### config.mk
export PLATFORM = sky130hd
export DESIGN_NAME = dual_timer
export DESIGN_NICKNAME = d
export VERILOG_FILES = /design/src/design/timer_pkg.sv /design/src/design/presc_if.sv /design/src/design/prescaler.sv /design/src/design/dual_timer.sv
export VERILOG_INCLUDE_DIRS = /design/src /design/src/design
export SDC_FILE = /design/constraint.sdc
export NUM_CORES = 1
export LEC_CHECK = 0
export ABC_AREA = 0
export ABC_CLOCK_PERIOD_IN_PS = 2370
export BUFFER_PORTS_ARGS = -buffer_cell sky130_fd_sc_hd__buf_2
export CORE_MARGIN = 5
export CORE_UTILIZATION = 50
export DETAILED_ROUTE_END_ITERATION = 6
export PLACE_DENSITY = 0.76
export SYNTH_ARGS = -nofsm -noshare
export SYNTH_HDL_FRONTEND = slang
export SYNTH_SLANG_ARGS = --single-unit
export TNS_END_PERCENT = 50
### constraint.sdc
create_clock -name clk -period 2.37 [get_ports clk]
set_clock_uncertainty 0.2 [all_clocks]
set_input_delay 0.711 -clock clk [delete_from_list [all_inputs] [get_ports clk]]
set_output_delay 0.711 -clock clk [all_outputs]
set_load 0.02 [all_outputs]
### src/design/timer_map.svh
// Register indices, field positions, reset values, counter limits, PWM masks and bus responses of the dual timer
`ifndef TIMER_MAP_SVH
`define TIMER_MAP_SVH
// Register indices; byte address is four times the index
`define IDX_A_CTRL 8'hd8
`define IDX_A_CNT 8'hd9
`define IDX_B_CTRL 8'hdc
`define IDX_B_CNT 8'hdd
`define IDX_B_RELOAD 8'hde
`define IDX_IRQ 8'he0
// Control register fields
`define F_RUN 7
`define F_RATE_HI 6
`define F_RATE_LO 4
`define F_SRC 3
`define F_ALOAD 2
`define F_TOGGLE 1
`define F_PWM 0
// Interrupt flag and enable register fields
`define F_A_FLAG 0
`define F_A_IEN 1
`define F_B_FLAG 2
`define F_B_IEN 3
`define F_EXT_FLAG 4
// Reset value and counter limits
`define RST_BYTE 8'h00
`define CNT_MAX 8'hff
// PWM boundary masks for N = 256, 64, 32, 16
`define MASK_256 8'hff
`define MASK_64 8'h3f
`define MASK_32 8'h1f
`define MASK_16 8'h0f
// AXI responses
`define RESP_OKAY 2'b00
`define RESP_SLVERR 2'b10
`endif

### src/design/timer_pkg.sv
// Types shared by the dual timer design
package timer_pkg;
   typedef logic [7:0] byte_t;
   typedef logic [2:0] rate_t;
   typedef enum logic [1:0] {WAVE_IO = 2'b00, WAVE_TOGGLE = 2'b01, WAVE_PWM = 2'b11} wave_sel_t;
endpackage : timer_pkg

### src/design/presc_if.sv
// Rate select and tick between a timer and its prescaler
interface presc_if;
   logic [2:0] sel;
   logic tick;
   modport user (output sel, input tick);
   modport gen (input sel, output tick);
endinterface : presc_if

### src/design/prescaler.sv
// Free-running divider giving one tick every 2^(8-sel) clocks
`include "timer_map.svh"
module prescaler
(
   // Clock and reset
   input wire logic clk,
   input wire logic rstn,
   // Rate select and tick
   presc_if.gen p
);
   logic [7:0] div_r;
   logic [7:0] mask;

   // Free-running divider
   always_ff @(posedge clk or negedge rstn)
   begin
      if (!rstn)
         div_r <= `RST_BYTE;
      else
         div_r <= div_r + 8'h01;
   end

   // Code 000 needs all eight bits set (256), each step up drops one bit
   assign mask = 8'hff >> p.sel; // RULE_01 RULE_13
   assign p.tick = (div_r & mask) == mask;
endmodule : prescaler

### src/design/dual_timer.sv
// Dual 8-bit timer with event counting, auto-reload, toggle and PWM output
//
// Implementation choice: register access over AXI4-Lite.
`include "timer_map.svh"
// Operation
// RULE_01: Timer A tick is CPU clock divided by 256 down to 2 by rate code.
// RULE_02: Timer A run bit 7 stops or starts counting.
// RULE_03: Timer A counter is 8-bit, readable, writable, resets to zero.
// RULE_04: Timer A wraps FF to 00, keeps counting, raises its request flag.
// RULE_05: Timer A overflows after 256 minus preload ticks.
// RULE_06: Software disables, sets rate, loads counter, enables interrupt, then runs.
// RULE_07: Timer B source bit 3 picks prescaled clock or external pin.
// RULE_08: External source counts once per falling edge on the event pin.
// RULE_09: External source ignores the timer B rate field.
// RULE_10: External source forces the pin's own request flag to zero.
// RULE_11: Timer B wraps FF to 00, keeps counting, raises its request flag.
// RULE_12: In PWM mode the overflow still comes every 256 counts.
// RULE_13: Timer B rate field uses timer A's encoding.
// RULE_14: Timer B run bit 7 stops or starts counting.
// RULE_15: PWM bit 0 drives the pin; reload and toggle bits pick range.
// RULE_16: Toggle bit 1 drives toggle output on pin when PWM is off.
// RULE_17: Auto-reload bit 2 acts only while PWM is off.
// RULE_18: Auto-reload copies reload value into counter on each overflow.
// RULE_19: Timer B counter is 8-bit, read/write, reset zero, 256 minus preload.
// RULE_20: Boundary is 256, or 256/64/32/16 by bit pair in PWM mode.
// RULE_21: Reload value gives interval of N minus value ticks.
// RULE_22: PWM output is high while counter is below reload value.
// RULE_23: Toggle output flips once per overflow, half the overflow rate.
// RULE_24: Disabled timers hold; enabled timers add one per tick.
// RULE_25: Event pin is synchronised and each falling edge counted once.
module dual_timer
   import timer_pkg::*;
(
   // Clock and reset
   input wire logic clk,
   input wire logic rstn,
   // AXI4-Lite write address and data
   input wire logic [11:0] s_axi_awaddr,
   input wire logic s_axi_awvalid,
   output logic s_axi_awready,
   input wire logic [31:0] s_axi_wdata,
   input wire logic [3:0] s_axi_wstrb,
   input wire logic s_axi_wvalid,
   output logic s_axi_wready,
   // AXI4-Lite write response
   output logic [1:0] s_axi_bresp,
   output logic s_axi_bvalid,
   input wire logic s_axi_bready,
   // AXI4-Lite read
   input wire logic [11:0] s_axi_araddr,
   input wire logic s_axi_arvalid,
   output logic s_axi_arready,
   output logic [31:0] s_axi_rdata,
   output logic [1:0] s_axi_rresp,
   output logic s_axi_rvalid,
   input wire logic s_axi_rready,
   // External event pin
   input wire logic ext_event_pin,
   // Shared wave output pin
   output logic wave_out,
   output logic wave_oe,
   // Interrupt requests towards the CPU
   output logic timer_a_irq_req,
   output logic timer_b_irq_req,
   output logic ext_pin_irq_req
);
   presc_if pa ();
   presc_if pb ();

   byte_t a_ctrl_r, a_cnt_r, b_ctrl_r, b_cnt_r, b_reload_r;
   logic timer_a_irq_flag, timer_a_irq_enable, timer_b_irq_flag, timer_b_irq_enable;
   logic ext_pin_irq_flag;
   logic ext_s1_r, ext_s2_r, ext_s3_r;
   logic toggle_r;
   logic bvalid_r, rvalid_r;
   logic [1:0] bresp_r, rresp_r;
   logic [31:0] rdata_r;
   logic [9:0] widx, ridx;
   logic wr_go, rd_go;
   logic wr_a_ctrl, wr_a_cnt, wr_b_ctrl, wr_b_cnt, wr_b_reload, wr_irq;
   logic timer_a_run, timer_b_run, timer_b_source_sel;
   logic timer_b_autoreload_en, timer_b_toggle_out_en, timer_b_pwm_en;
   logic ext_fall, tick_a, tick_b, ovf_a, ovf_b, sw_b_ovf, pwm_high;
   byte_t pwm_mask;
   byte_t wbyte;
   wave_sel_t wave_sel;

   prescaler u_presc_a (.clk(clk), .rstn(rstn), .p(pa.gen));
   prescaler u_presc_b (.clk(clk), .rstn(rstn), .p(pb.gen));

   // Control field decode
   assign timer_a_run = a_ctrl_r[`F_RUN];
   assign timer_b_run = b_ctrl_r[`F_RUN];
   assign timer_b_source_sel = b_ctrl_r[`F_SRC];
   assign timer_b_pwm_en = b_ctrl_r[`F_PWM];
   assign timer_b_toggle_out_en = b_ctrl_r[`F_TOGGLE];
   assign timer_b_autoreload_en = b_ctrl_r[`F_ALOAD];
   assign pa.sel = a_ctrl_r[`F_RATE_HI:`F_RATE_LO]; // RULE_01
   assign pb.sel = b_ctrl_r[`F_RATE_HI:`F_RATE_LO]; // RULE_13

   // Bus handshake: address and data are taken together, one write and one read at a time
   assign wr_go = s_axi_awvalid & s_axi_wvalid & ~bvalid_r;
   assign rd_go = s_axi_arvalid & ~rvalid_r;
   assign s_axi_awready = wr_go;
   assign s_axi_wready = wr_go;
   assign s_axi_arready = rd_go;
   assign widx = s_axi_awaddr[11:2];
   assign ridx = s_axi_araddr[11:2];
   assign wbyte = s_axi_wdata[7:0];

   // Write strobes, low byte lane must be enabled
   assign wr_a_ctrl = wr_go & s_axi_wstrb[0] & (widx == {2'b00, `IDX_A_CTRL});
   assign wr_a_cnt = wr_go & s_axi_wstrb[0] & (widx == {2'b00, `IDX_A_CNT});
   assign wr_b_ctrl = wr_go & s_axi_wstrb[0] & (widx == {2'b00, `IDX_B_CTRL});
   assign wr_b_cnt = wr_go & s_axi_wstrb[0] & (widx == {2'b00, `IDX_B_CNT});
   assign wr_b_reload = wr_go & s_axi_wstrb[0] & (widx == {2'b00, `IDX_B_RELOAD});
   assign wr_irq = wr_go & s_axi_wstrb[0] & (widx == {2'b00, `IDX_IRQ});

   // Write response channel
   always_ff @(posedge clk or negedge rstn)
   begin
      if (!rstn)
      begin
         bvalid_r <= 1'b0;
         bresp_r <= `RESP_OKAY;
      end
      else if (wr_go)
      begin
         bvalid_r <= 1'b1;
         bresp_r <= (wr_a_ctrl | wr_a_cnt | wr_b_ctrl | wr_b_cnt | wr_b_reload | wr_irq |
                     ~s_axi_wstrb[0]) ? `RESP_OKAY : `RESP_SLVERR;
      end
      else if (s_axi_bready)
         bvalid_r <= 1'b0;
   end
   assign s_axi_bvalid = bvalid_r;
   assign s_axi_bresp = bresp_r;

   // Read data channel; reload register is write-only and reads zero
   always_ff @(posedge clk or negedge rstn)
   begin
      if (!rstn)
      begin
         rvalid_r <= 1'b0;
         rdata_r <= 32'h0000_0000;
         rresp_r <= `RESP_OKAY;
      end
      else if (rd_go)
      begin
         rvalid_r <= 1'b1;
         rresp_r <= `RESP_OKAY;
         unique case (ridx)
            {2'b00, `IDX_A_CTRL}: rdata_r <= {24'h000000, a_ctrl_r};
            {2'b00, `IDX_A_CNT}: rdata_r <= {24'h000000, a_cnt_r}; // RULE_03
            {2'b00, `IDX_B_CTRL}: rdata_r <= {24'h000000, b_ctrl_r};
            {2'b00, `IDX_B_CNT}: rdata_r <= {24'h000000, b_cnt_r}; // RULE_19
            {2'b00, `IDX_B_RELOAD}: rdata_r <= 32'h0000_0000;
            {2'b00, `IDX_IRQ}: rdata_r <= {27'h0000000, ext_pin_irq_flag, timer_b_irq_enable,
                                           timer_b_irq_flag, timer_a_irq_enable, timer_a_irq_flag};
            default:
            begin
               rdata_r <= 32'h0000_0000;
               rresp_r <= `RESP_SLVERR;
            end
         endcase
      end
      else if (s_axi_rready)
         rvalid_r <= 1'b0;
   end
   assign s_axi_rvalid = rvalid_r;
   assign s_axi_rdata = rdata_r;
   assign s_axi_rresp = rresp_r;

   // Control and reload registers; timer A keeps only bits 7 to 4
   always_ff @(posedge clk or negedge rstn)
   begin
      if (!rstn)
      begin
         a_ctrl_r <= `RST_BYTE;
         b_ctrl_r <= `RST_BYTE;
         b_reload_r <= `RST_BYTE;
      end
      else
      begin
         if (wr_a_ctrl)
            a_ctrl_r <= {wbyte[7:4], 4'h0};
         if (wr_b_ctrl)
            b_ctrl_r <= wbyte;
         if (wr_b_reload)
            b_reload_r <= wbyte;
      end
   end

   // Event pin synchroniser and falling-edge detect on the synchronised level
   always_ff @(posedge clk or negedge rstn)
   begin
      if (!rstn)
      begin
         ext_s1_r <= 1'b1;
         ext_s2_r <= 1'b1;
         ext_s3_r <= 1'b1;
      end
      else
      begin
         ext_s1_r <= ext_event_pin;
         ext_s2_r <= ext_s1_r;
         ext_s3_r <= ext_s2_r;
      end
   end
   assign ext_fall = ext_s3_r & ~ext_s2_r; // RULE_25

   // Tick selection; the rate field is unused on the external source
   assign tick_a = timer_a_run & pa.tick; // RULE_02
   assign tick_b = timer_b_run & (timer_b_source_sel ? ext_fall : pb.tick); // RULE_07 RULE_08 RULE_09 RULE_14

   // Overflow on the FF to 00 step of the full 8-bit count
   assign ovf_a = tick_a & (a_cnt_r == `CNT_MAX) & ~wr_a_cnt; // RULE_04 RULE_05
   assign ovf_b = tick_b & (b_cnt_r == `CNT_MAX) & ~wr_b_cnt; // RULE_11 RULE_12
   // Software moving the counter off FF also raises the flag
   assign sw_b_ovf = wr_b_cnt & (b_cnt_r == `CNT_MAX) & (wbyte != `CNT_MAX);

   // Timer A counter; a software write wins over a tick
   always_ff @(posedge clk or negedge rstn)
   begin
      if (!rstn)
         a_cnt_r <= `RST_BYTE; // RULE_03
      else if (wr_a_cnt)
         a_cnt_r <= wbyte;
      else if (tick_a)
         a_cnt_r <= a_cnt_r + 8'h01; // RULE_24
   end

   // Timer B counter with auto-reload outside PWM mode
   always_ff @(posedge clk or negedge rstn)
   begin
      if (!rstn)
         b_cnt_r <= `RST_BYTE; // RULE_19
      else if (wr_b_cnt)
         b_cnt_r <= wbyte;
      else if (ovf_b & timer_b_autoreload_en & ~timer_b_pwm_en)
         b_cnt_r <= b_reload_r; // RULE_17 RULE_18 RULE_21
      else if (tick_b)
         b_cnt_r <= b_cnt_r + 8'h01; // RULE_24
   end

   // Request flags; a set in the same cycle as a register-write clear wins, but the external source keeps the pin flag at zero
   always_ff @(posedge clk or negedge rstn)
   begin
      if (!rstn)
      begin
         timer_a_irq_flag <= 1'b0;
         timer_a_irq_enable <= 1'b0;
         timer_b_irq_flag <= 1'b0;
         timer_b_irq_enable <= 1'b0;
         ext_pin_irq_flag <= 1'b0;
      end
      else
      begin
         if (ovf_a)
            timer_a_irq_flag <= 1'b1; // RULE_04
         else if (wr_irq)
            timer_a_irq_flag <= wbyte[`F_A_FLAG];
         if (ovf_b | sw_b_ovf)
            timer_b_irq_flag <= 1'b1; // RULE_11
         else if (wr_irq)
            timer_b_irq_flag <= wbyte[`F_B_FLAG];
         if (timer_b_source_sel)
            ext_pin_irq_flag <= 1'b0; // RULE_10
         else if (ext_fall)
            ext_pin_irq_flag <= 1'b1;
         else if (wr_irq)
            ext_pin_irq_flag <= wbyte[`F_EXT_FLAG];
         if (wr_irq)
         begin
            timer_a_irq_enable <= wbyte[`F_A_IEN];
            timer_b_irq_enable <= wbyte[`F_B_IEN];
         end
      end
   end
   assign timer_a_irq_req = timer_a_irq_flag & timer_a_irq_enable;
   assign timer_b_irq_req = timer_b_irq_flag & timer_b_irq_enable;
   assign ext_pin_irq_req = ext_pin_irq_flag;

   // Toggle output flips once per timer B overflow
   always_ff @(posedge clk or negedge rstn)
   begin
      if (!rstn)
         toggle_r <= 1'b0;
      else if (ovf_b)
         toggle_r <= ~toggle_r; // RULE_23
   end

   // PWM boundary from the reload/toggle bit pair; compare uses the low bits
   always_comb
   begin
      unique case ({timer_b_autoreload_en, timer_b_toggle_out_en})
         2'b00: pwm_mask = `MASK_256;
         2'b01: pwm_mask = `MASK_64;
         2'b10: pwm_mask = `MASK_32;
         2'b11: pwm_mask = `MASK_16;
      endcase
   end
   assign pwm_high = (b_cnt_r & pwm_mask) < (b_reload_r & pwm_mask); // RULE_20 RULE_22

   // Pin function selection
   assign wave_sel = timer_b_pwm_en ? WAVE_PWM : (timer_b_toggle_out_en ? WAVE_TOGGLE : WAVE_IO); // RULE_15 RULE_16

   // Registered pin drive
   always_ff @(posedge clk or negedge rstn)
   begin
      if (!rstn)
      begin
         wave_out <= 1'b0;
         wave_oe <= 1'b0;
      end
      else
      begin
         wave_oe <= (wave_sel != WAVE_IO);
         wave_out <= (wave_sel == WAVE_PWM) ? pwm_high : ((wave_sel == WAVE_TOGGLE) & toggle_r);
      end
   end

   // Checks
   a_count_step_a: assert property (@(posedge clk) disable iff (!rstn) // RULE_24
      tick_a & ~wr_a_cnt |=> a_cnt_r == $past(a_cnt_r) + 8'h01)
      else $error("timer A did not advance by one");
   a_hold_stop_a: assert property (@(posedge clk) disable iff (!rstn) // RULE_02
      ~timer_a_run & ~wr_a_cnt |=> $stable(a_cnt_r))
      else $error("stopped timer A changed");
   a_wrap_flag_a: assert property (@(posedge clk) disable iff (!rstn) // RULE_04
      ovf_a |=> timer_a_irq_flag && a_cnt_r == 8'h00)
      else $error("timer A wrap missed flag");
   b_reload_load_a: assert property (@(posedge clk) disable iff (!rstn) // RULE_18
      ovf_b & timer_b_autoreload_en & ~timer_b_pwm_en |=> b_cnt_r == $past(b_reload_r))
      else $error("reload not copied on overflow");
   b_ext_count_a: assert property (@(posedge clk) disable iff (!rstn) // RULE_08
      timer_b_source_sel & timer_b_run & ext_fall & ~wr_b_cnt & ~(b_cnt_r == 8'hff)
      |=> b_cnt_r == $past(b_cnt_r) + 8'h01)
      else $error("event edge not counted");
   b_ext_rate_a: assert property (@(posedge clk) disable iff (!rstn) // RULE_09
      timer_b_source_sel & ~ext_fall & ~wr_b_cnt |=> $stable(b_cnt_r))
      else $error("prescaler moved external counter");
   ext_flag_zero_a: assert property (@(posedge clk) disable iff (!rstn) // RULE_10
      timer_b_source_sel ##1 timer_b_source_sel |-> ~ext_pin_irq_flag)
      else $error("pin flag set under external clock");
   pwm_level_a: assert property (@(posedge clk) disable iff (!rstn) // RULE_22
      timer_b_pwm_en |=> wave_oe && wave_out == $past(pwm_high))
      else $error("pwm level wrong");
   toggle_flip_a: assert property (@(posedge clk) disable iff (!rstn) // RULE_23
      ovf_b |=> toggle_r != $past(toggle_r))
      else $error("toggle did not flip on overflow");
   b_wrap_flag_a: assert property (@(posedge clk) disable iff (!rstn) // RULE_11
      ovf_b |=> timer_b_irq_flag)
      else $error("timer B wrap missed flag");
endmodule : dual_timer

After elaboration in Yosys (flattened, before gate mapping)
Index checks and enable logic that the tools add are counted.
{"block": "word_totals", "ff_bits": 101, "in_bits": 68, "out_inout_bits": 46, "word_cells": 129}
{"block": "op_classes", "add_sub_neg": 4, "n_lt_le_gt_ge": 1, "n_eq_ne": 22, "shifts": 2, "mux": 24, "bitwise": 43, "reduce_logical": 10}
{"cell": "$eq 10x8->1 const B", "count": 12}
{"cell": "$mux 8", "count": 5}
{"cell": "$pmux 8 s5", "count": 1}
{"cell": "$add 8x1->8 const B", "count": 4}
{"cell": "$and 8x8->8", "count": 4}
{"cell": "$pmux 8 s4", "count": 1}
{"cell": "$and 1x1->1", "count": 24}
{"cell": "$eq 8x8->1", "count": 2}
{"cell": "$eq 8x8->1 const B", "count": 2}
{"cell": "$shr 8x3->8 const A", "count": 2}
{"cell": "$mux 1", "count": 14}
{"cell": "$reduce_bool 2->1", "count": 6}
{"cell": "$lt 8x8->1", "count": 1}
{"cell": "$ne 8x8->1 const B", "count": 1}
{"cell": "$not 1->1", "count": 8}
{"cell": "$or 1x1->1", "count": 7}
{"cell": "$eq 2x2->1 const B", "count": 3}
{"cell": "$mux 2", "count": 3}
{"cell": "$reduce_bool 3->1", "count": 2}
{"cell": "$reduce_or 6->1", "count": 1}
{"cell": "$eq 2x1->1 const B", "count": 2}
{"cell": "$logic_not 2->1", "count": 1}

Depth between registers and ports, before layout
Gate-level depths: netlist (run 1).
{"block": "logic_depth", "word_depth": 11, "mapped_depth": 7, "depth_no_buf": 7}

By module
From an unflattened synthesis (run 1), not the netlist that was laid out.
{"block": "unflattened", "cells_unflattened": 411, "area_unflattened_um2": 4275.4}
{"module": "dual_timer", "n_inst": 1, "cells_each": 352, "area_each_um2": 3553.4, "seq_area_each_um2": 1480.2}
{"module": "prescaler at u_presc_a", "n_inst": 1, "cells_each": 30, "area_each_um2": 362.8, "seq_area_each_um2": 200.2}
{"module": "prescaler at u_presc_b", "n_inst": 1, "cells_each": 29, "area_each_um2": 359.1, "seq_area_each_um2": 200.2}

Worst setup path before layout (run 1)
OpenSTA, ideal clock, no wires.
{"block": "synth_path", "path_kind": "input -> register", "startpoint": "input port s_axi_awaddr[10]", "endpoint": "register b_reload_r[0]", "setup_time_ps": 125, "t_arrival_ps": 1884, "required_time_ps": 2045, "slack_ps": 161, "path_stages": 6, "path_buffers": 1, "path_cell_list": "and4bb_2 -> nand2_1 -> nor2_1 -> and3_1 -> buf_2 -> mux2_2"}
{"block": "synth_between", "elab_chain_cells": 2}
{"item": "start: declaration", "line_no": "dual_timer.sv:38", "rtl": "input wire logic [11:0] s_axi_awaddr,"}
{"item": "$eq 10x8->1", "line_no": "dual_timer.sv:116", "rtl": "assign wr_b_reload = wr_go & s_axi_wstrb[0] & (widx == {2'b00, `IDX_B_RELOAD});"}
{"item": "$and 1x1->1", "line_no": "dual_timer.sv:116"}
{"item": "end signal: assignment", "line_no": "dual_timer.sv:181", "rtl": "b_reload_r <= `RST_BYTE;"}
{"item": "end signal: assignment", "line_no": "dual_timer.sv:190", "rtl": "b_reload_r <= wbyte;"}
{"item": "end: declaration", "line_no": "dual_timer.sv:70", "rtl": "byte_t a_ctrl_r, a_cnt_r, b_ctrl_r, b_cnt_r, b_reload_r;"}
No other way between the ends.
A chain may end at the register's enable or synchronous reset.

Final worst setup path (run 1)
{"block": "layout_path", "startpoint": "register b_cnt_r[1]", "endpoint": "register b_cnt_r[2]"}
{"block": "layout_between", "elab_chain_cells": 7, "word_cells_on_any_way": 10, "cone_classes": "add/sub: 1; eq/ne: 1; mux: 3; bitwise: 4; reduce/logical: 1"}
{"item": "start: declaration", "line_no": "dual_timer.sv:70"}
{"item": "start signal: assignment", "line_no": "dual_timer.sv:237", "rtl": "b_cnt_r <= `RST_BYTE;"}
{"item": "start signal: assignment", "line_no": "dual_timer.sv:239", "rtl": "b_cnt_r <= wbyte;"}
{"item": "start signal: assignment", "line_no": "dual_timer.sv:241", "rtl": "b_cnt_r <= b_reload_r;"}
{"item": "$eq 8x8->1 (no line)"}
{"item": "$and 1x1->1 (2 in a row)", "line_no": "dual_timer.sv:218", "rtl": "assign ovf_b = tick_b & (b_cnt_r == `CNT_MAX) & ~wr_b_cnt;"}
{"item": "$and 1x1->1 (2 in a row)", "line_no": "dual_timer.sv:240", "rtl": "else if (ovf_b & timer_b_autoreload_en & ~timer_b_pwm_en)"}
{"item": "$mux 8", "line_no": "dual_timer.sv:240"}
{"item": "$mux 8", "line_no": "dual_timer.sv:238", "rtl": "else if (wr_b_cnt)"}
Several ways; a longest one is shown, not always the timed one. The select of a mux whose other input is x is not followed.

==> run_results.csv, run 1 <==
group,metric,value,unit
power,switching_share,27.3,%
power,internal-power,2.15,mW
layout,fillers,703,
sta,fin_crit,2.22,ns
power,combPwrFrac,13.9,%
global_routing,grt_max_degree,32,
setup_path,arrival,2.31,ns
layout,area_growth_syn_to_layout,15.6,%
setup_path,critPathMaxFanout,6,
power,pwr_density_cell,593,nW/um2
route,dr.max_layer_used,"met4",
synth,synthCells,434,
clock_network,root_buffer,"clkbuf_8",
global_routing,grt_pass1_vias,3460,
setup_path,cp-start-kind,"register",
power,p_leak,2.29,nW
route,wl,9.99,mm
power,power_frac_seq,48.5,%
layout,fin_area,4980,um2
synth,ys_warn_count,0,
power,vdd_drop_max,0.000356,V
power,clkPwrFrac,37.6,%
floorplanning,fp.dieArea,10600,um2
synth,synth_top_area_share,41.8,%
route,avgViaCountPerCell,5.70,
synth,yosysMostFrequentCell,"dfrtp_1",
placement,postPlaceCellArea,4760,um2
layout,fin_nets,589,
placement,gp_congestion,0.874,
synth,synth-async-reset-ratio,100,%
global_routing,grt_pass1_wl,16.4,mm
setup_path,worstSetupStartpoint,"b_cnt_r[1]$_DFFE_PN0P_",
setup_path,r2r-end,"b_cnt_r[2]$_DFFE_PN0P_",
setup_path,end_kind,"register",
clock_network,cts_hold_buf,0,
clock_network,clock_path_buffers,2,
route,wl_per_cell,16.1,um
sta,rsz0062_at_grt,"no",
setup_path,slowest_stage,"or3_1",
route,drc,0,
setup_path,crit_family,"simple AND/OR/NAND/NOR gates",
sta,finalSetupViolations,0,
sta,fin_crit_sh,93.8,%
layout,antenna-diode-count,0,
clock_network,htreeDepth,3,
synth,syn_avg_cell_area,9.93,um2
route,wl_met3,942,um
global_routing,grt_antenna_before_repair,0,
setup_path,crit_type,"register to register",
setup_path,reg2reg_depth,6,
setup_path,reg2reg_setup_slack,0.15,ns
route,wl_met2,4.55,mm
synth,yosys-top-cells-area,"dfrtp_1 (42%), mux2_2 (5.0%), buf_4 (4.7%), mux2i_1 (3.3%), ha_1 (3.2%)",
placement,io_buffers,56,
setup_path,r2r-start,"b_cnt_r[1]$_DFFE_PN0P_",
global_routing,grt.total_usage,19.9,%
synth,synth-main-ff-cell,"dfrtp_1",
global_routing,grt-ovfl-total,0,
synth,synth_common_cells,"dfrtp_1 (72), nand2_1 (36), nor2_1 (35)",
clock_network,clk_latency,0.36,ns
floorplanning,rows,33,
synth,yosysTopAreaCell,"dfrtp_1",
setup_path,critPathMaxStageDelay,0.52,ns
floorplanning,die_x,103,um
route,vias,3531,
route,antenna_left,0,
placement,dp_hpwl,7.48,mm
clock_network,cts_setup_buffers,0,
clock_network,ctsResizeCount,0,
setup_path,cp_num_cells,6,
power,p_sw,0.807,mW
floorplanning,initial_core_util,52.0,%
synth,synth-seq-cells,75,
min_path,hold_path.class,"primary input to asynchronous set/reset pin",
synth,seq_area_frac_synth,43.6,%
setup_path,path_buf_inv,0,
setup_path,endpoint,"b_cnt_r[2]$_DFFE_PN0P_",
route,drt_iter0_markers,313,
floorplanning,core,8300,um2
clock_network,cts_tree,"yes",
floorplanning,die_y,103,um
synth,synth_edf_count,0,
clock_network,clk_pin_slew,0.08,ns
synth,synth_area,4310,um2
sta,slew_violations,0,
sta,hold_viol_final,0,
setup_path,path_cells,"ha_1 > nand3_2 > or3_1 > o221ai_1 > mux2i_1 > o21ai_1",
clock_network,cts.sink_count,75,
route,firstDrtPassIters,5,
layout,drive_gt1_share,25.6,%
run_status,status,"finished clean",
synth,synth.distinct_cells,64,
sta,totalNegativeSetupSlack,0,ns
run,maxCapViolations,0,
floorplanning,ios,114,
route,drt-met1-wl,4.25,mm
setup_path,required,2.45,ns
sta,fmax,450,MHz
clock_network,cts_made_buffers,9,
metrics by stage:
step                      util (%)  hold slack (ns)  instances  setup WS (ns)  power (mW)
after floorplan                  -            0.145        459          0.161        1.73
after CTS                     60.0           0.0508        620          0.196        2.97
final                         60.0           0.0477        620          0.147        2.95
after detailed placement      57.3            0.151        604       -0.00266        1.86
after global routing          60.0           0.0738        620         0.0661        3.08
after global placement        57.3            0.146        604         0.0470        1.84
routing by layer:
metal / up-vias / global-route usage, %
met3: 26 / 3.72
met2: 165 / 31.8
met5: - / 0
met1: 1690 / 26.3
li1: 1650 / -
met4: 0 / 8.96
worst reg2reg max path: cells and delay by family (launching register included):
| family | cells | cell delay [ns] |
|---|---|---|
| multiplexers | 1 | 0.12 |
| flip-flops | 1 | 0.48 |
| AO/OA/AOI/OAI | 2 | 0.39 |
| AND/OR/NAND/NOR | 2 | 0.67 |
| adder cells (fa/ha/maj) | 1 | 0.28 |
kinds of logic (layout without fill, tap and decap cells):
logic type / count (synthesis) / in the layout / share of synthesized area, %
adder cells (fa/ha/maj): 11 / 11 / 3.19
other: 1 / 26 / 0.0870
XOR/XNOR: 22 / 22 / 4.47
buffers and inverters: 57 / 113 / 8.04
multiplexers: 34 / 34 / 8.47
flip-flops: 75 / 75 / 43.6
AO/OA/AOI/OAI: 86 / 86 / 13.9
AND/OR/NAND/NOR: 148 / 148 / 18.3
how the worst min path moves through the flow:
stage | start | endpoint | slack, ns
2_1_floorplan | ext_s1_r$_DFF_PN1_ | ext_s2_r$_DFF_PN1_ | 0.15
3_3_place_gp | ext_s1_r$_DFF_PN1_ | ext_s2_r$_DFF_PN1_ | 0.15
3_5_place_dp | ext_s1_r$_DFF_PN1_ | ext_s2_r$_DFF_PN1_ | 0.15
4_1_cts | rstn | u_presc_a.div_r[3]$_DFF_PN0_ | 0.05
5_1_grt | rstn | u_presc_a.div_r[0]$_DFF_PN0_ | 0.07
6_report | rstn | s_axi_bresp[1]$_DFFE_PN0N_ | 0.05
cell type report:
cell class                      count  area (um2)  area share (%)
Clock buffer                       10         138            2.76
Inverter                           20        75.1            1.51
Tap cell                          105         131            2.64
Sequential cell                    75        1880            37.7
Multi-Input combinational cell    327        2180            43.7
Clock inverter                      6        88.8            1.78
Timing Repair Buffer               77         490            9.84
power groups by stage:
stage	logic, mW	clock network [mW]	registers, mW
after detailed placement	0.404	0	1.46
final	0.411	1.11	1.43
after global placement	0.391	0	1.45
after global routing	0.459	1.17	1.45
after CTS	0.409	1.13	1.43
after floorplan	0.283	0	1.45
flip-flops by register name, summed over array words and instances (netlist names), 4 cells and up:
register	flops
u_presc_a.div_r	8
a_cnt_r	8
b_ctrl_r	8
u_presc_b.div_r	8
a_ctrl_r	4
s_axi_rdata	8
b_cnt_r	8
b_reload_r	8
cell usage in the layout (no fill, tap or decap), types with 2 or more instances in the layout:
cell / count
a211oi_1: 3
a21oi_1: 24
a221oi_1: 3
and2_1: 6
and3_1: 11
and4_1: 3
and4b_1: 3
buf_12: 4
buf_2: 55
buf_4: 18
bufinv_16: 2
clkbuf_8: 10
clkinvlp_4: 2
conb_1: 26
dfrtp_1: 72
dfstp_2: 3
ha_1: 11
inv_1: 20
mux2_2: 19
mux2i_1: 14
nand2_1: 36
nand2b_1: 5
nand3_1: 15
nand4_1: 13
nand4b_1: 3
nor2_1: 35
nor2b_1: 2
nor3_1: 3
o211ai_1: 4
o21ai_0: 24
o21ai_1: 3
o22ai_1: 3
o2bb2ai_1: 2
o31ai_1: 3
or2_2: 2
or3_1: 2
xnor2_1: 11
xor2_1: 11
No activity file was read; power rests on OpenSTA's default activity.
==> run 2, diff against run 1 <==
==> constraint.sdc (replaced) <==
create_clock -name clk -period 2.37 [get_ports clk]
set_clock_uncertainty 0.2 [all_clocks]
set_input_delay 0 -clock clk [delete_from_list [all_inputs] [get_ports clk]]
set_output_delay 0 -clock clk [all_outputs]
set_load 0.02 [all_outputs]
==> run_results.csv, run 2 (same netlist as run 1, synthesis figures left out) <==
group,metric,value,unit
clock_network,clk_pin_slew,0.08,ns
setup_path,reg2reg_setup_slack,0.13,ns
layout,final_cell_mix,"dfrtp_1 (72), buf_2 (55), nand2_1 (36)",
layout,area_growth_syn_to_layout,19.7,%
route,drc,0,
floorplanning,ios,114,
setup_path,reg2reg_depth,5,
setup_path,end_kind,"register",
setup_path,required,2.46,ns
clock_network,clk_latency,0.35,ns
setup_path,r2r-end,"a_cnt_r[6]$_DFFE_PN0P_",
min_path,hold_path.class,"primary input to register",
floorplanning,rows,33,
clock_network,clock_path_buffers,2,
setup_path,cp-start-kind,"primary input",
run_status,status,"finished clean",
placement,dp_hpwl,7.26,mm
setup_path,endpoint,"s_axi_rresp[1]$_DFFE_PN0P_",
placement,io_buffers,56,
sta,max_slew_margin,37.0,%
clock_network,cts_tree,"yes",
setup_path,arrival,2.34,ns
floorplanning,initial_core_util,52.0,%
setup_path,worstSetupStartpoint,"s_axi_araddr[2]",
clock_network,cts.sink_count,75,
sta,totalNegativeSetupSlack,0,ns
clock_network,cts_made_buffers,9,
global_routing,grt_antenna_before_repair,0,
global_routing,grt_max_degree,76,
power,fin_total_pwr,3.15,mW
setup_path,path_cells,"dlygate4sd3_1 > buf_2 > nor3_2 > and4_2 > o21ai_1 > o221a_2 > dlygate4sd3_1",
sta,fin_crit,2.25,ns
setup_path,cpMostUsedCell,"dlygate4sd3_1",
setup_path,critPathMaxFanout,8,
setup_path,path_buf_inv,3,
global_routing,grt.total_usage,20.7,%
layout,antenna-diode-count,0,
sta,hold_viol_final,0,
clock_network,root_buffer,"clkbuf_8",
global_routing,grt_pass1_wl,17.1,mm
power,vdd_drop_max,0.000341,V
route,antenna_left,0,
setup_path,cp_num_cells,7,
setup_path,r2r-start,"s_axi_bvalid$_DFFE_PN0P_",
global_routing,grt_pass1_vias,3543,
placement,gp_congestion,0.932,
layout,final_common_cell,"dfrtp_1",
route,drt_iter0_markers,192,
global_routing,grt-ovfl-total,0,
floorplanning,die_x,103,um
sta,tightest_slew,0.946,ns
sta,slew_violations,0,
sta,rsz0062_at_grt,"no",
power,pwr_density_cell,611,nW/um2
route,vias,3594,
setup_path,slowest_stage,"dlygate4sd3_1",
setup_path,crit_family,"buffers and inverters",
route,wl_per_cell,16.4,um
floorplanning,die_y,103,um
min_path,min_delay_path_depth,5,
route,wl,10.4,mm
sta,finalSetupViolations,0,
floorplanning,fp.dieArea,10600,um2
power,p_leak,2.34,nW
setup_path,critPathMaxStageDelay,0.54,ns
route,avgViaCountPerCell,5.66,
clock_network,htreeDepth,3,
layout,fin_nets,604,
sta,fin_crit_sh,94.8,%
run,maxCapViolations,0,
sta,fmax,445,MHz
route,firstDrtPassIters,4,
floorplanning,core,8300,um2
sta,hold_ws,0.0202,ns
setup_path,crit_type,"primary input to register",
layout,drive_gt1_share,23.0,%
-- run 2: changes by cell type in the layout (fill, tap and decap cells not counted) --
cell,change
dlygate4sd3_1,+28
buf_4,-9
buf_12,-4
bufinv_16,+2
and4_1,-1
and4_2,+1
clkbuf_8,-1
clkinv_4,-1
nor2_1,-1
nor2_2,+1
nor3_1,-1
nor3_2,+1
-- run 2: how the worst min path moves through the flow --
stage	startpoint	to	slack [ns]
after global placement	ext_event_pin	ext_s1_r$_DFF_PN1_	-0.09
after CTS	s_axi_awaddr[5]	a_ctrl_r[6]$_DFFE_PN0P_	0.02
final	s_axi_awaddr[5]	a_ctrl_r[6]$_DFFE_PN0P_	0.02
after detailed placement	ext_event_pin	ext_s1_r$_DFF_PN1_	-0.09
after floorplan	rstn	a_cnt_r[0]$_DFFE_PN0P_	-0.50
after global routing	s_axi_awaddr[4]	s_axi_bresp[1]$_DFFE_PN0N_	0.06
-- run 2: worst min-delay path: stages --
cell and delay, ns:
buf_2 0.12, nand4b_1 0.10, nor4_2 0.04, buf_4 0.15, o21ai_0 0.13
-- run 2: per-layer routing --
layer,vias up,wire length (um),global-route usage [%]
li1,1691,-,-
met2,148,4920,33.7
met4,0,212,7.27
met1,1737,4420,28.1
met3,18,854,3.59
met5,-,0,0
-- run 2: power by group --
part / switching (mW) / total, mW / internal [mW]
clock: 0.488 / 1.29 / 0.803
sequential: 0.0754 / 1.43 / 1.36
combinational: 0.244 / 0.431 / 0.187
-- run 2: repair_timing --
action                                 CTS  global route
resized for setup                        0             3
setup endpoints to repair                0             2
setup buffers                            0             0
hold buffers                            28             0
endpoints found under the hold margin  126             0
-- run 2: metrics by stage --
step,util (%),std cells,setup slack [ns],area (um2)
after floorplan,-,459,0.423,4410
after global placement,55.5,591,0.311,4610
after detailed placement,55.5,591,0.287,4610
after CTS,62.1,635,0.0326,5150
after global routing,62.2,635,0.0190,5160
final,62.2,635,0.122,5160
-- run 2: cell type report --
type | count | area, um2
sequential | 75 | 1880
clock inverter | 7 | 140
timing repair buffer | 92 | 623
clock buffer | 9 | 124
multi-input combinational | 327 | 2190
tap | 105 | 131
inverter | 20 | 75.1
fill | 686 | 3140
